<file path="src/verilog/vir_cfg.svh">
// register offsets, field positions, reset values and fixed bytes of the interrupt responder
// assumes an AXI4-Lite slave decoding byte addresses in the low eight bits
`ifndef VIR_CFG_SVH
`define VIR_CFG_SVH
`define VIR_OFS_CTRL 8'h00
`define VIR_OFS_VEC 8'h04
`define VIR_OFS_VSTAT 8'h08
`define VIR_OFS_CMD 8'h0C
`define VIR_OFS_STAT 8'h10
`define VIR_OFS_MASK 8'h14
`define VIR_OFS_SVC 8'h18
`define VIR_BIT_SAV 0
`define VIR_BIT_MODE2 3
`define VIR_BIT_HOST16 4
`define VIR_BIT_VEC_EN 5
`define VIR_RST_CTRL 8'h00
`define VIR_RST_VEC 8'h00
`define VIR_RST_MASK 8'h00
`define VIR_RST_PEND 8'h00
`define VIR_CALL_BYTE 8'hCD
`define VIR_TRAIL_BYTE 8'h00
`define VIR_EOI_CMD 8'h38
`define VIR_RESP_OKAY 2'h0
`define VIR_RESP_SLVERR 2'h2
`endif

</file>
<file path="src/verilog/vir_pkg.sv">
// types and shared vector arithmetic of the interrupt responder
// assumes vir_cfg.svh holds the field positions
`include "vir_cfg.svh"
package vir_pkg;
	typedef enum logic [2:0] {VIR_H_MODE1 = 3'b001, VIR_H_MODE2 = 3'b010, VIR_H_16 = 3'b100} vir_host_t;
	typedef enum logic [2:0] {VIR_ST_WAIT1 = 3'b001, VIR_ST_WAIT2 = 3'b010, VIR_ST_WAIT3 = 3'b100} vir_ack_t;

	function automatic vir_host_t vir_host_of(input logic [7:0] ctrl);
		if (ctrl[`VIR_BIT_HOST16])
			return VIR_H_16;
		else if (ctrl[`VIR_BIT_MODE2])
			return VIR_H_MODE2;
		else
			return VIR_H_MODE1;
	endfunction

	// source code lands in bits 4:2 for byte hosts, 2:0 for the word host
	function automatic logic [7:0] vir_mod_vector(input logic [7:0] vec, input logic [2:0] code,
		input logic host16, input logic sav);
		logic [7:0] v;
		v = vec;
		if (sav && host16)
			v[2:0] = code;
		else if (sav)
			v[4:2] = code;
		return v;
	endfunction
endpackage

</file>
<file path="src/verilog/vir_sync2.sv">
// two-stage synchroniser for one pin level
// assumes the pin is asynchronous to aclk; reset value is the idle (high) level
`timescale 1ns/1ps
module vir_sync2 (
	input wire logic aclk,
	input wire logic aresetn,
	input wire logic pin_in,
	output logic level_out
);
	logic meta_ff;
	logic sync_ff;

	always_ff @(posedge aclk)
	begin
		if (!aresetn)
		begin
			meta_ff <= 1'b1;
			sync_ff <= 1'b1;
		end
		else
		begin
			meta_ff <= pin_in;
			sync_ff <= meta_ff;
		end
	end

	assign level_out = sync_ff;
endmodule

</file>
<file path="src/verilog/vir_src_encode.sv">
// picks the highest pending source; index 7 (channel a special receive) wins
// assumes pending bits indexed by their three-bit source code
`timescale 1ns/1ps
module vir_src_encode (
	input wire logic [7:0] pending,
	output logic any,
	output logic [2:0] code
);
	always_comb
	begin
		any = |pending;
		code = 3'h0;
		for (int i = 0; i < 8; i++)
		begin
			if (pending[i])
				code = 3'(i);
		end
	end
endmodule

</file>
<file path="src/verilog/vir_top.sv">
// vectored interrupt responder: source latching, acknowledge protocol, daisy chain, AXI4-Lite registers
// assumes event inputs are one-cycle pulses on aclk; acknowledge and priority pins are asynchronous
//
// Notes on behaviour
// - vector enable clear keeps bus floating always
// - mode1 gives CD, vector, 00; others vector only
// - vector byte only while priority chain active
// - source code replaces bits 4:2 or 2:0
// - channel a codes 100, 101, 110, 111
// - parity, framing/crc, overrun, frame end raise special
// - cts, carrier, sync, message end, break raise status
// - vector status read shows modified vector only with status-affects-vector set
// - lower priorities held off until end command
// - first received character interrupts even under dma
`timescale 1ns/1ps
`include "vir_cfg.svh"
module vir_top (
	input wire logic aclk,
	input wire logic aresetn,
	input wire logic [31:0] s_axi_awaddr,
	input wire logic s_axi_awvalid,
	output logic s_axi_awready,
	input wire logic [31:0] s_axi_wdata,
	input wire logic [3:0] s_axi_wstrb,
	input wire logic s_axi_wvalid,
	output logic s_axi_wready,
	output logic [1:0] s_axi_bresp,
	output logic s_axi_bvalid,
	input wire logic s_axi_bready,
	input wire logic [31:0] s_axi_araddr,
	input wire logic s_axi_arvalid,
	output logic s_axi_arready,
	output logic [31:0] s_axi_rdata,
	output logic [1:0] s_axi_rresp,
	output logic s_axi_rvalid,
	input wire logic s_axi_rready,
	input wire logic cha_tx_empty,
	input wire logic [4:0] cha_ext_src,
	input wire logic cha_rx_char,
	input wire logic cha_rx_first,
	input wire logic [3:0] cha_special_src,
	input wire logic chb_tx_empty,
	input wire logic [4:0] chb_ext_src,
	input wire logic chb_rx_char,
	input wire logic chb_rx_first,
	input wire logic [3:0] chb_special_src,
	input wire logic interrupt_acknowledge_n,
	input wire logic priority_chain_in_n,
	output logic [7:0] data_out,
	output logic data_oe,
	output logic priority_chain_out_n,
	output logic host_int_n,
	output logic irq
);
	logic awready_ff, wready_ff, bvalid_ff, arready_ff, rvalid_ff;
	logic [1:0] bresp_ff, rresp_ff;
	logic [31:0] rdata_ff;
	logic aw_held_ff, w_held_ff, wstrb0_ff;
	logic [31:0] awaddr_ff;
	logic [7:0] wdata_ff;
	logic [7:0] ctrl_ff, vec_ff, mask_ff, pend_ff;
	logic svc_active_ff;
	logic [2:0] svc_code_ff, ack_code_ff;
	logic irq_ff, host_int_n_ff, chain_out_n_ff;
	logic [7:0] data_out_ff;
	logic data_oe_ff;
	logic [1:0] drv_cyc_ff;
	logic ack_d_ff;
	vir_pkg::vir_ack_t st_ff;
	logic ack_s, chain_in_s;
	logic enc_any;
	logic [2:0] enc_code;
	logic wr_fire, ack_fall, ack_rise, host_req, vstat_read, svc_set, eoi_wr, sav, host16, vec_en;
	logic chain_act, stat_clr;
	logic [7:0] events;
	logic [7:0] nxt_pend;
	vir_pkg::vir_host_t host_mode;

	function automatic logic wr_hit(input logic [7:0] ofs);
		return wr_fire && wstrb0_ff && awaddr_ff[31:8] == 24'h000000 && awaddr_ff[7:0] == ofs;
	endfunction

	function automatic logic addr_ok(input logic [31:0] a);
		return a[31:8] == 24'h000000 && (a[7:0] == `VIR_OFS_CTRL || a[7:0] == `VIR_OFS_VEC
			|| a[7:0] == `VIR_OFS_VSTAT || a[7:0] == `VIR_OFS_CMD || a[7:0] == `VIR_OFS_STAT
			|| a[7:0] == `VIR_OFS_MASK || a[7:0] == `VIR_OFS_SVC);
	endfunction

	vir_sync2 u_sync_ack (
		.aclk(aclk),
		.aresetn(aresetn),
		.pin_in(interrupt_acknowledge_n),
		.level_out(ack_s)
	);

	vir_sync2 u_sync_chain (
		.aclk(aclk),
		.aresetn(aresetn),
		.pin_in(priority_chain_in_n),
		.level_out(chain_in_s)
	);

	vir_src_encode u_enc (
		.pending(pend_ff),
		.any(enc_any),
		.code(enc_code)
	);

	assign sav = ctrl_ff[`VIR_BIT_SAV];
	assign vec_en = ctrl_ff[`VIR_BIT_VEC_EN];
	assign host_mode = vir_pkg::vir_host_of(ctrl_ff);
	assign host16 = host_mode == vir_pkg::VIR_H_16;
	assign chain_act = !chain_in_s;
	assign wr_fire = aw_held_ff && w_held_ff && !bvalid_ff;
	assign ack_fall = ack_d_ff && !ack_s;
	assign ack_rise = !ack_d_ff && ack_s;
	// wr_hit reads module state, so a plain assign would never re-evaluate it
	always_comb
	begin
		eoi_wr = wr_hit(`VIR_OFS_CMD) && wdata_ff == `VIR_EOI_CMD;
		stat_clr = wr_hit(`VIR_OFS_STAT);
	end
	assign vstat_read = s_axi_arvalid && arready_ff && s_axi_araddr[31:0] == {24'h000000, `VIR_OFS_VSTAT};
	// source slots follow the status-affects-vector code: b first, then a
	assign events = {|cha_special_src, cha_rx_char | cha_rx_first, |cha_ext_src, cha_tx_empty,
		|chb_special_src, chb_rx_char | chb_rx_first, |chb_ext_src, chb_tx_empty};
	// only a higher source may break through an interrupt in service
	assign host_req = enc_any && (!svc_active_ff || enc_code > svc_code_ff);
	assign svc_set = (ack_fall && st_ff == vir_pkg::VIR_ST_WAIT2 && vec_en && chain_act)
		|| (vstat_read && enc_any);

	// write channel: address and data may arrive in either order
	always_ff @(posedge aclk)
	begin
		if (!aresetn)
		begin
			awready_ff <= 1'b1;
			wready_ff <= 1'b1;
			aw_held_ff <= 1'b0;
			w_held_ff <= 1'b0;
			awaddr_ff <= 32'h00000000;
			wdata_ff <= 8'h00;
			wstrb0_ff <= 1'b0;
			bvalid_ff <= 1'b0;
			bresp_ff <= `VIR_RESP_OKAY;
		end
		else
		begin
			if (s_axi_awvalid && awready_ff)
			begin
				aw_held_ff <= 1'b1;
				awready_ff <= 1'b0;
				awaddr_ff <= s_axi_awaddr;
			end
			if (s_axi_wvalid && wready_ff)
			begin
				w_held_ff <= 1'b1;
				wready_ff <= 1'b0;
				wdata_ff <= s_axi_wdata[7:0];
				wstrb0_ff <= s_axi_wstrb[0];
			end
			if (wr_fire)
			begin
				aw_held_ff <= 1'b0;
				w_held_ff <= 1'b0;
				bvalid_ff <= 1'b1;
				bresp_ff <= addr_ok(awaddr_ff) ? `VIR_RESP_OKAY : `VIR_RESP_SLVERR;
			end
			if (bvalid_ff && s_axi_bready)
			begin
				bvalid_ff <= 1'b0;
				awready_ff <= 1'b1;
				wready_ff <= 1'b1;
			end
		end
	end

	// read channel: one read in flight, answered on the next edge
	always_ff @(posedge aclk)
	begin
		if (!aresetn)
		begin
			arready_ff <= 1'b1;
			rvalid_ff <= 1'b0;
			rdata_ff <= 32'h00000000;
			rresp_ff <= `VIR_RESP_OKAY;
		end
		else if (s_axi_arvalid && arready_ff)
		begin
			arready_ff <= 1'b0;
			rvalid_ff <= 1'b1;
			rresp_ff <= addr_ok(s_axi_araddr) ? `VIR_RESP_OKAY : `VIR_RESP_SLVERR;
			rdata_ff <= 32'h00000000;
			if (s_axi_araddr[31:8] == 24'h000000)
			begin
				unique case (s_axi_araddr[7:0])
					`VIR_OFS_CTRL: rdata_ff[7:0] <= ctrl_ff;
					`VIR_OFS_VEC: rdata_ff[7:0] <= vec_ff;
					`VIR_OFS_VSTAT: rdata_ff[7:0] <= vir_pkg::vir_mod_vector(vec_ff, enc_code, host16, sav);
					`VIR_OFS_STAT: rdata_ff[7:0] <= pend_ff;
					`VIR_OFS_MASK: rdata_ff[7:0] <= mask_ff;
					`VIR_OFS_SVC: rdata_ff[7:0] <= {4'h0, svc_active_ff, svc_code_ff};
					default: rdata_ff <= 32'h00000000;
				endcase
			end
		end
		else if (rvalid_ff && s_axi_rready)
		begin
			rvalid_ff <= 1'b0;
			arready_ff <= 1'b1;
		end
	end

	always_ff @(posedge aclk)
	begin
		if (!aresetn)
		begin
			ctrl_ff <= `VIR_RST_CTRL;
			vec_ff <= `VIR_RST_VEC;
			mask_ff <= `VIR_RST_MASK;
		end
		else
		begin
			if (wr_hit(`VIR_OFS_CTRL))
				ctrl_ff <= wdata_ff;
			if (wr_hit(`VIR_OFS_VEC))
				vec_ff <= wdata_ff;
			if (wr_hit(`VIR_OFS_MASK))
				mask_ff <= wdata_ff;
		end
	end

	// sticky sources; an event in the clearing cycle survives
	always_comb
	begin
		nxt_pend = pend_ff;
		if (stat_clr)
			nxt_pend = nxt_pend & ~wdata_ff;
		nxt_pend = nxt_pend | events;
	end

	always_ff @(posedge aclk)
	begin
		if (!aresetn)
		begin
			pend_ff <= `VIR_RST_PEND;
			irq_ff <= 1'b0;
		end
		else
		begin
			pend_ff <= nxt_pend;
			irq_ff <= |(pend_ff & mask_ff);
		end
	end

	// in-service marker; a service that lands with the end command wins
	always_ff @(posedge aclk)
	begin
		if (!aresetn)
		begin
			svc_active_ff <= 1'b0;
			svc_code_ff <= 3'h0;
		end
		else if (svc_set)
		begin
			svc_active_ff <= 1'b1;
			svc_code_ff <= vstat_read ? enc_code : ack_code_ff;
		end
		else if (eoi_wr)
			svc_active_ff <= 1'b0;
	end

	always_ff @(posedge aclk)
	begin
		if (!aresetn)
		begin
			host_int_n_ff <= 1'b1;
			chain_out_n_ff <= 1'b1;
		end
		else
		begin
			host_int_n_ff <= !host_req;
			// a requesting or serviced device holds lower devices off the chain
			chain_out_n_ff <= chain_in_s || host_req || svc_active_ff;
		end
	end

	// acknowledge sequencer: the code is frozen at the first pulse so the vector cannot shift mid-sequence
	always_ff @(posedge aclk)
	begin
		if (!aresetn)
		begin
			ack_d_ff <= 1'b1;
			st_ff <= vir_pkg::VIR_ST_WAIT1;
			ack_code_ff <= 3'h0;
			data_out_ff <= 8'h00;
			data_oe_ff <= 1'b0;
			drv_cyc_ff <= 2'h0;
		end
		else
		begin
			ack_d_ff <= ack_s;
			if (ack_fall)
			begin
				data_oe_ff <= 1'b0;
				unique case (st_ff)
					vir_pkg::VIR_ST_WAIT1:
					begin
						ack_code_ff <= enc_code;
						drv_cyc_ff <= 2'h1;
						if (vec_en && host_mode == vir_pkg::VIR_H_MODE1)
						begin
							data_out_ff <= `VIR_CALL_BYTE;
							data_oe_ff <= 1'b1;
						end
					end
					vir_pkg::VIR_ST_WAIT2:
					begin
						drv_cyc_ff <= 2'h2;
						if (vec_en && chain_act)
						begin
							data_out_ff <= vir_pkg::vir_mod_vector(vec_ff, ack_code_ff, host16, sav);
							data_oe_ff <= 1'b1;
						end
					end
					vir_pkg::VIR_ST_WAIT3:
					begin
						drv_cyc_ff <= 2'h3;
						if (vec_en && host_mode == vir_pkg::VIR_H_MODE1)
						begin
							data_out_ff <= `VIR_TRAIL_BYTE;
							data_oe_ff <= 1'b1;
						end
					end
				endcase
			end
			else if (ack_rise)
			begin
				data_oe_ff <= 1'b0;
				unique case (st_ff)
					vir_pkg::VIR_ST_WAIT1: st_ff <= vir_pkg::VIR_ST_WAIT2;
					vir_pkg::VIR_ST_WAIT2: st_ff <= host16 ? vir_pkg::VIR_ST_WAIT1 : vir_pkg::VIR_ST_WAIT3;
					vir_pkg::VIR_ST_WAIT3: st_ff <= vir_pkg::VIR_ST_WAIT1;
				endcase
			end
			// dropping the enable mid-pulse releases the bus at once
			if (!vec_en)
				data_oe_ff <= 1'b0;
		end
	end

	assign s_axi_awready = awready_ff;
	assign s_axi_wready = wready_ff;
	assign s_axi_bvalid = bvalid_ff;
	assign s_axi_bresp = bresp_ff;
	assign s_axi_arready = arready_ff;
	assign s_axi_rvalid = rvalid_ff;
	assign s_axi_rdata = rdata_ff;
	assign s_axi_rresp = rresp_ff;
	assign data_out = data_out_ff;
	assign data_oe = data_oe_ff;
	assign priority_chain_out_n = chain_out_n_ff;
	assign host_int_n = host_int_n_ff;
	assign irq = irq_ff;
endmodule

</file>
<file path="config.mk">
export PLATFORM = sky130hd
export DESIGN_NAME = vir_top
export DESIGN_NICKNAME = d
export VERILOG_FILES = /design/src/verilog/vir_pkg.sv /design/src/verilog/vir_sync2.sv /design/src/verilog/vir_src_encode.sv /design/src/verilog/vir_top.sv
export VERILOG_INCLUDE_DIRS = /design/src /design/src/verilog
export SDC_FILE = /design/constraint.sdc
export NUM_CORES = 1
export LEC_CHECK = 0
export BUFFER_PORTS_ARGS = -buffer_cell sky130_fd_sc_hd__buf_2
export CORE_MARGIN = 2
export CORE_UTILIZATION = 33
export DETAILED_ROUTE_END_ITERATION = 7
export PLACE_DENSITY = 0.65
export SYNTH_ARGS = -nofsm -noshare
export SYNTH_HDL_FRONTEND = slang
export SYNTH_SLANG_ARGS = --single-unit
</file>
<file path="constraint.sdc">
create_clock -name aclk -period 2.3 [get_ports aclk]
set_input_delay 0.23 -clock aclk [delete_from_list [all_inputs] [get_ports aclk]]
set_output_delay 0.23 -clock aclk [all_outputs]
set_load 0.01 [all_outputs]
</file>
==> results of run 1 <==
==> sequential cells by signal, indices dropped and copies added (netlist names), 3 cells and up <==
| name | cells |
|---|---|
| ack_code_ff | 3 |
| awaddr_ff | 32 |
| ctrl_ff | 8 |
| data_out | 8 |
| mask_ff | 8 |
| pend_ff | 8 |
| s_axi_rdata | 8 |
| st_ff | 3 |
| svc_code_ff | 3 |
| vec_ff | 8 |
| wdata_ff | 8 |
==> path summary, 6_finish.rpt <==
| check | to | slack, ns | cells after the start |
|---|---|---|---|
| max | host_int_n | 0.26 | 7 |
| max reg2reg | host_int_n | 0.26 | 7 |
| min reg2reg | u_sync_chain.level_out | 0.41 | 1 |
| min | u_sync_ack.meta_ff | 0.004 | 2 |
==> area by class of cell <==
class | count | area, sq um | share of cell area [%]
inverters | 13 | 48.8 | 0.714
repair buffers | 153 | 823 | 12.1
clock inverters | 13 | 136 | 2.00
flip-flops and latches | 117 | 2340 | 34.3
well taps | 216 | 270 | 3.96
multi-input cells | 480 | 2780 | 40.7
clock buffers | 18 | 429 | 6.28
==> per-layer routing <==
metal | up-vias | track usage (%) | share of wire, %
met5 | - | 0 | 0
met4 | 0 | 6.88 | 1.7
met3 | 18 | 4.46 | 6.3
met2 | 171 | 25.9 | 46
met1 | 2329 | 22.0 | 46
li1 | 2514 | - | -
==> cell families after synthesis <==
group	after synthesis	synth area share (%)
AO/OA/AOI/OAI	159	17.5
XOR/XNOR	2	0.324
adder cells (fa/ha/maj)	5	1.16
buffers and inverters	72	6.97
flip-flops	117	43.3
multiplexers	28	6.34
other	1	0.0694
AND/OR/NAND/NOR	260	24.3
==> Yosys cell counts, drive strengths merged (2+ instances only) <==
master / count / area, sq um
dfxtp: 117 / 2340
and2: 8 / 50.1
o221a: 6 / 67.6
or4: 5 / 45.0
nand3b: 3 / 22.5
ha: 5 / 62.6
mux2i: 23 / 230
a31oi: 10 / 62.6
nand4: 6 / 58.8
o211ai: 3 / 22.5
and3: 4 / 25.0
nand3: 19 / 95.1
a22oi: 7 / 52.6
nor4: 17 / 128
nand2b: 12 / 75.1
a21oi: 72 / 360
buf: 32 / 226
nor2: 43 / 161
inv: 12 / 45.0
a41oi: 2 / 17.5
or2: 2 / 12.5
xnor2: 2 / 17.5
o31ai: 2 / 15.0
a211oi: 5 / 37.5
or3b: 2 / 17.5
nor2b: 10 / 62.6
clkbuf: 27 / 101
o21a: 3 / 22.5
o31a: 2 / 17.5
mux4: 5 / 113
and4: 3 / 28.8
nor3: 8 / 56.3
nand2: 112 / 420
o21ai: 38 / 190
nand4bb: 2 / 22.5
==> through the flow <==
stage | utilization, % | instances
2_1_floorplan | - | 669
3_3_place_gp | 39.2 | 977
3_5_place_dp | 39.2 | 977
4_1_cts | 42.8 | 1010
5_1_grt | 42.8 | 1010
6_report | 42.8 | 1010
==> report_power, final <==
part	switching [mW]	total [mW]	internal, mW	leakage [nW]
sequential	0.0643	2.17	2.10	0.956
combinational	0.245	0.434	0.189	1.64
clock	0.938	2.51	1.58	0.268
total	1.25	5.11	3.87	2.86
==> flow_summary.json, run 1 <==
{
  "outcome": "complete, no violations",
  "total_power_mw": 5.11,
  "clock-sinks": 117,
  "start_util_pct": 33.9,
  "drc": 0,
  "ios": 186,
  "cts_buffers": 17,
  "wl_per_cell_microns": 14.0,
  "routed_wirelength_microns": 14200,
  "drtIter0Drc": 260,
  "cts.clk_slew.worst_paths_ns": 0.05,
  "placed_cell_area_sq_um": 6240,
  "fill_cells": 1633,
  "htree_levels": 4,
  "final_common_cell": "buf_2",
  "fin_tns_setup_ns": 0,
  "slowest_stage": "o31ai_1",
  "clk_latency_ns": 0.42,
  "port_buffers": 132,
  "overflow": 0,
  "worstPathRequired_ns": 2.66,
  "fp.dieW_microns": 132,
  "setup_viol": 0,
  "seq_area_frac_synth_pct": 43.3,
  "path_class": "reg2reg",
  "worstSetupStartpointType": "flip-flop",
  "antenna_cells": 0,
  "die_h_microns": 132,
  "grt_pass1_wl_microns": 23400,
  "fin_nets": 920,
  "worstHoldStart": "interrupt_acknowledge_n",
  "grt_pass1_vias": 4704,
  "max_freq_mhz": 490,
  "vias": 5032,
  "synth_edf_count": 0,
  "end_kind": "flip-flop",
  "via_per_inst": 4.98,
  "grt_start_max_net_pins": 28,
  "cts.path.max_buffers": 2,
  "place_ws_ns": 0.260,
  "syn_area_sq_um": 5410,
  "dpl.hpwl_microns": 10800,
  "ys_ff_latch": 117,
  "fin_ws_ns": 0.258,
  "r2r-start": "pend_ff[2]",
  "final_antenna_net_count": 0,
  "tightest_slew_ns": 0.602,
  "grt.total_usage_pct": 16.7,
  "drive_above_1_share_pct": 25.8,
  "ys_types": 63,
  "row_count": 46,
  "post_cts_buffers": 0,
  "timing.final.crit_share_pct": 88.8,
  "crit_path_cell_trace": "nor2_1 -> o31ai_1 -> ha_1 -> nor2b_1 -> o21a_1 -> o21ai_0 -> a211o_1",
  "min_path_type": "in2reg",
  "synth_warnings": 0,
  "crit_arrival_ns": 2.40,
  "critPathMaxFanout": 5,
  "final_area_sq_um": 6830,
  "slew_headroom_pct": 59.9,
  "clockRootBuffer": "clkbuf_16",
  "dieArea_sq_um": 17400,
  "syn2layout_area_growth_pct": 26.4,
  "cts_tree": "built",
  "syn_area_per_cell_sq_um": 8.39,
  "period_minus_slack_ns": 2.04,
  "rsz0062_at_grt": "false",
  "ir_drop_mv": 0.516,
  "core_region_area_sq_um": 15900,
  "report.final.slew_viol_count": 0,
  "p_leak_nw": 2.86,
  "crit_buf_inv": 0,
  "crit_family": "compound AO/OA/AOI/OAI gates",
  "max_cap_violations": 0,
  "routabilityCongestion": 0.892,
  "slowest_delay_ns": 0.50,
  "mostFrequentLayoutCells": "buf_2 (132), dfxtp_1 (117), nand2_1 (112)",
  "synthFlopType": "dfxtp_1",
  "hold_buffers": 2,
  "crit_path_start": "pend_ff[2]",
  "hold_viol": 0,
  "antenna_found_initial": 0,
  "fin_hold_ws_ns": 0.00401,
  "post_cts_resize_count": 0,
  "synthArstFlopShare_pct": 0,
  "finClkSkew_ns": 0.0116,
  "synthCells": 644,
  "p_per_area_nw_per_um2": 749,
  "dr.pass1.iters": 5
}
Note: power is estimated with default switching activity, not from simulation.
==> run 2, diff against run 1 <==
--- a/config.mk
+++ b/config.mk
@@ -6,11 +6,13 @@
 export SDC_FILE = /design/constraint.sdc
 export NUM_CORES = 1
 export LEC_CHECK = 0
+export ABC_AREA = 1
 export BUFFER_PORTS_ARGS = -buffer_cell sky130_fd_sc_hd__buf_2
+export CORE_ASPECT_RATIO = 1.2
 export CORE_MARGIN = 2
 export CORE_UTILIZATION = 33
 export DETAILED_ROUTE_END_ITERATION = 7
-export PLACE_DENSITY = 0.65
+export PLACE_DENSITY = 0.64
 export SYNTH_ARGS = -nofsm -noshare
 export SYNTH_HDL_FRONTEND = slang
 export SYNTH_SLANG_ARGS = --single-unit
==> flow_summary.json, run 2 <==
{
  "outcome": "complete, no violations",
  "ir_drop_mv": 0.399,
  "drive_above_1_share_pct": 22.3,
  "multi_input_area_sq_um": 2830,
  "die_h_microns": 148,
  "final_common_cell": "nand2_1",
  "synthFlopType": "dfxtp_1",
  "wl_met1_microns": 6260,
  "regArea_sq_um": 2340,
  "reg2reg_slack_ns": 0.57,
  "timing.rr.end": "host_int_n",
  "drc": 0,
  "vias": 5482,
  "tightest_slew_ns": 0.910,
  "worstPathRequired_ns": 2.57,
  "drtIter0Drc": 197,
  "largest_register_ffs": 32,
  "ys_ff_latch": 117,
  "routabilityCongestion": 0.904,
  "start_util_pct": 33.6,
  "hold_buffers": 0,
  "mostFrequentLayoutCells": "nand2_1 (174), nor2_1 (134), buf_2 (132)",
  "synth_warnings": 0,
  "crit_arrival_ns": 2.00,
  "max_cap_violations": 0,
  "syn_area_per_cell_sq_um": 6.95,
  "syn2layout_area_growth_pct": 23.8,
  "row_count": 52,
  "dr.max_layer_used": "met4",
  "hold_viol": 0,
  "fin_util_pct": 41.6,
  "cts.path.max_buffers": 2,
  "antenna_cells": 0,
  "core_region_area_sq_um": 16900,
  "rr_worst_depth": 8,
  "synth.area.top_cells": "dfxtp_1 (41%), nand2_1 (12%), nor2_1 (8.9%)",
  "total_power_mw": 5.13,
  "fp.dieW_microns": 124,
  "synthArstFlopShare_pct": 0,
  "routed-wl-met3_microns": 862,
  "cts.clk_slew.worst_paths_ns": 0.05,
  "clock-sinks": 117,
  "min_path_type": "in2reg",
  "final_antenna_net_count": 0,
  "final_area_sq_um": 7020,
  "dieArea_sq_um": 18200,
  "routed_wirelength_microns": 14400,
  "fin_tns_setup_ns": 0,
  "worstHoldStart": "priority_chain_in_n",
  "timing.final.crit_share_pct": 75.2,
  "grt.total_usage_pct": 16.3,
  "grt_start_max_net_pins": 66,
  "end_kind": "flip-flop",
  "r2r-start": "pend_ff[5]",
  "overflow": 0,
  "synth_most_common_cell": "nand2_1",
  "p_per_area_nw_per_um2": 731,
  "p_leak_nw": 3.18,
  "finClkSkew_ns": 0.0111,
  "ys_types": 38,
  "fill_cells": 1796,
  "ys_top_cells_by_count": "nand2_1 (174), nor2_1 (134), dfxtp_1 (117), inv_1 (67), o21ai_0 (63)",
  "slew_headroom_pct": 39.3,
  "synth_top_area_share_pct": 41.3,
  "path_common_cell": "nand2_1",
  "slowest_stage": "ha_1",
  "port_buffers": 132,
  "grt_pass1_vias": 4947,
  "synth_edf_count": 0,
  "crit_path_cell_trace": "nor2_1 -> nand3_1 -> ha_1 -> nand2_1 -> o21ai_0 -> nand2_1 -> nand2_1 -> nand3_1",
  "clockRootBuffer": "clkbuf_16",
  "critPathMaxFanout": 5,
  "route.met2.wl_microns": 7070,
  "seq_area_frac_synth_pct": 41.3,
  "grt_pass1_wl_microns": 23200,
  "min_path_cells": 2,
  "fin_hold_ws_ns": 0.0220,
  "rsz0062_at_grt": "false",
  "report.final.slew_viol_count": 0,
  "synth_top_cell_by_area": "dfxtp_1",
  "worstSetupStartpointType": "flip-flop",
  "antenna_found_initial": 0,
  "hold_path_end": "u_sync_chain.meta_ff",
  "post_cts_buffers": 0,
  "regMostFlops": "awaddr_ff",
  "ios": 186,
  "htree_levels": 4,
  "syn_area_sq_um": 5670,
  "slowest_delay_ns": 0.41,
  "max_freq_mhz": 578,
  "fin_nets": 1089,
  "placed_cell_area_sq_um": 6450,
  "wl_per_cell_microns": 12.2,
  "cts_tree": "built",
  "clk_latency_ns": 0.41,
  "cts_buffers": 17,
  "synthCells": 815,
  "via_per_inst": 4.65,
  "post_cts_resize_count": 0,
  "period_minus_slack_ns": 1.73,
  "dr.pass1.iters": 4,
  "setup_viol": 0,
  "dpl.hpwl_microns": 10700,
  "path_class": "reg2reg"
}
run 2: cell types whose count changed after synthesis, moves of 9 or more:
cell      delta
nor2b_1     -10
inv_2       +10
nor2_2      +10
clkbuf_1     -9
mux2i_1     -23
o21ai_0     +26
nor4_1      -13
a21oi_1     -17
nand3_1     +38
nand2_1     +62
inv_1       +55
nor2_1      +91
nand2b_1    -12
run 2: worst max-delay path, delay by kind of cell (launching register included):
family / cells / cell delay, ns
compound gates: 1 / 0.13
fa+ha+maj: 1 / 0.41
flops: 1 / 0.35
simple gates: 6 / 0.70
run 2: through the flow:
step / std cells / setup slack [ns]
2_1_floorplan: 840 / 0.880
3_3_place_gp: 1147 / 0.598
3_5_place_dp: 1147 / 0.585
4_1_cts: 1178 / 0.575
5_1_grt: 1179 / 0.284
6_report: 1179 / 0.570
run 2: final cells by class:
type,instances,area share [%]
multi-input cells,597,40.3
clock inverters,2,0.178
inverters,78,4.24
flip-flops and latches,117,33.4
well taps,216,3.85
repair buffers,140,10.3
clock buffers,29,7.70
run 2: routing by layer:
layer / global-route usage (%) / up-vias
li1: - / 2863
met1: 19.4 / 2436
met2: 28.1 / 167
met3: 4.24 / 16
met4: 5.63 / 0
met5: 0 / -
run 2: logic make-up after synthesis:
kind of cell,synth area share [%]
simple gates,33.0
flops,41.3
compound gates,14.1
other cells,0.0662
fa+ha+maj,1.10
buf+inv,10.4
run 2: worst max path at each step:
stage	depth (start not counted)	slack, ns	start	endpoint
floorplan	8	0.88	pend_ff[5]	host_int_n
global placement	9	0.60	pend_ff[4]	host_int_n
detailed placement	8	0.59	pend_ff[5]	host_int_n
CTS	8	0.58	pend_ff[5]	host_int_n
global route	8	0.28	pend_ff[4]	host_int_n
finish	8	0.57	pend_ff[5]	host_int_n
run 2: report_power, final:
| group | leakage [nW] | switching, mW | total (mW) | internal (mW) |
|---|---|---|---|---|
| logic | 1.95 | 0.296 | 0.486 | 0.190 |
| registers | 0.959 | 0.0751 | 2.20 | 2.13 |
| clock network | 0.270 | 0.868 | 2.44 | 1.57 |
==> run 3, diff against run 2 <==
==> constraint.sdc (replaced) <==
create_clock -name aclk -period 1.65 [get_ports aclk]
set_input_delay 0.165 -clock aclk [delete_from_list [all_inputs] [get_ports aclk]]
set_output_delay 0.165 -clock aclk [all_outputs]
set_load 0.01 [all_outputs]
==> flow_summary.json, run 3 (synthesis gave the netlist of run 2 again) <==
{
  "outcome": "complete, no violations",
  "max_freq_mhz": 648,
  "drtIter0Drc": 173,
  "crit_arrival_ns": 1.83,
  "cts.clk_slew.worst_paths_ns": 0.05,
  "grt_start_max_net_pins": 39,
  "max_cap_violations": 0,
  "tightest_slew_ns": 0.514,
  "cts.path.max_buffers": 2,
  "period_minus_slack_ns": 1.54,
  "fin_util_pct": 44.3,
  "path_class": "reg2reg",
  "worstSetupStartpointType": "flip-flop",
  "multi_input_area_sq_um": 2860,
  "via_per_inst": 4.59,
  "fill_cells": 1739,
  "slew_headroom_pct": 65.7,
  "row_count": 52,
  "dpl.hpwl_microns": 11300,
  "antenna_found_initial": 0,
  "drc": 0,
  "start_util_pct": 33.6,
  "ir_drop_mv": 0.833,
  "routabilityCongestion": 0.921,
  "routed_wirelength_microns": 14800,
  "grt_pass1_vias": 5242,
  "overflow": 0,
  "antenna_cells": 0,
  "worstPathRequired_ns": 1.94,
  "p_per_area_nw_per_um2": 975,
  "min_path_type": "in2reg",
  "vias": 5640,
  "htree_levels": 4,
  "place_ws_ns": 0.0528,
  "setup_viol": 0,
  "fp.dieW_microns": 124,
  "p_leak_nw": 3.47,
  "port_buffers": 132,
  "cts_tree": "built",
  "rsz0062_at_grt": "true",
  "end_kind": "flip-flop",
  "fin_ws_ns": 0.107,
  "core_region_area_sq_um": 16900,
  "report.final.slew_viol_count": 0,
  "regMostFlops": "awaddr_ff",
  "ios": 186,
  "die_h_microns": 148,
  "clockRootBuffer": "clkbuf_16",
  "dieArea_sq_um": 18200,
  "final_common_cell": "nand2_1",
  "hold_viol": 0,
  "dp.cells": 1177,
  "drive_above_1_share_pct": 25.0,
  "timing.final.crit_share_pct": 93.5,
  "finClkSkew_ns": 0.00732,
  "grt_pass1_wl_microns": 23900,
  "mostFrequentLayoutCells": "nand2_1 (174), nor2_1 (133), buf_2 (132)",
  "critPathMaxFanout": 4,
  "regArea_sq_um": 2340,
  "clock-sinks": 117,
  "total_power_mw": 7.29,
  "grt.total_usage_pct": 16.8,
  "wl_per_cell_microns": 12.1,
  "dr.pass1.iters": 5,
  "fin_nets": 1140,
  "final_antenna_net_count": 0,
  "largest_register_ffs": 32,
  "syn2layout_area_growth_pct": 31.8,
  "fin_cells": 1229,
  "clk_latency_ns": 0.41,
  "cts_buffers": 17
}
[run 3: cell count changes in the layout (fill, tap and decap cells not counted), moves of 2 or more]
cell / previous run / this run
clkinv_2: 1 / 4
clkbuf_8: 7 / 5
dlygate4sd3_1: 1 / 18
buf_4: 7 / 40
nand2_2: 7 / 5
nand2_4: 0 / 2
[run 3: timing repair]
action                                 CTS  global route
endpoints found under the hold margin   18             0
setup endpoints to repair                0            34
hold buffers                            18             0
gates resized for setup                  0             7
setup buffers                            0             3
[run 3: power by group]
| group | leakage (nW) | internal, mW | switching (mW) | total (mW) |
|---|---|---|---|---|
| registers | 0.959 | 2.96 | 0.0848 | 3.05 |
| logic | 2.23 | 0.334 | 0.454 | 0.788 |
| clock network | 0.276 | 2.24 | 1.21 | 3.45 |
[run 3: worst max-delay path: stages, from the launching register on]
cell and delay (ns):
dfxtp_1 0.39, nor2_2 0.09, nand2_1 0.07, nand3_1 0.15
ha_1 0.35, nand2_1 0.05, o21ai_0 0.13, nand2_1 0.07
nand2_1 0.05, nand3_1 0.07
[run 3: per-layer routing]
| metal | track usage [%] | share of wire [%] |
|---|---|---|
| met1 | 19.5 | 42 |
| met2 | 28.9 | 49 |
| met3 | 4.36 | 6.5 |
| met4 | 6.93 | 2.5 |
| met5 | 0 | 0 |
[run 3: final timing paths]
kind                   startpoint                     end  slack, ns  cells after the start
max                    pend_ff[5]              host_int_n       0.11                      9
max reg2reg            pend_ff[5]              host_int_n       0.11                      9
min reg2reg  u_sync_chain.meta_ff  u_sync_chain.level_out       0.41                      1
min              s_axi_awaddr[18]           awaddr_ff[18]      0.003                      3
[run 3: per-stage QoR]
step | instance area, sq um | hold slack (ns) | TNS, ns
floorplan | 5760 | 0.272 | 0
global placement | 6680 | 0.364 | 0
detailed placement | 6680 | 0.366 | 0
CTS | 7410 | 0.000392 | 0
global route | 7470 | 0.00777 | -0.0174
finish | 7470 | 0.00327 | 0
[run 3: layout make-up]
cell class                 instances  area share (%)
inverter                          78            3.99
timing repair buffer             190            15.3
timing repair inverter             1          0.0670
sequential                       117            31.4
multi-input combinational        597            38.2
clock buffer                      26            6.82
tap                              216            3.62
clock inverter                     4           0.603
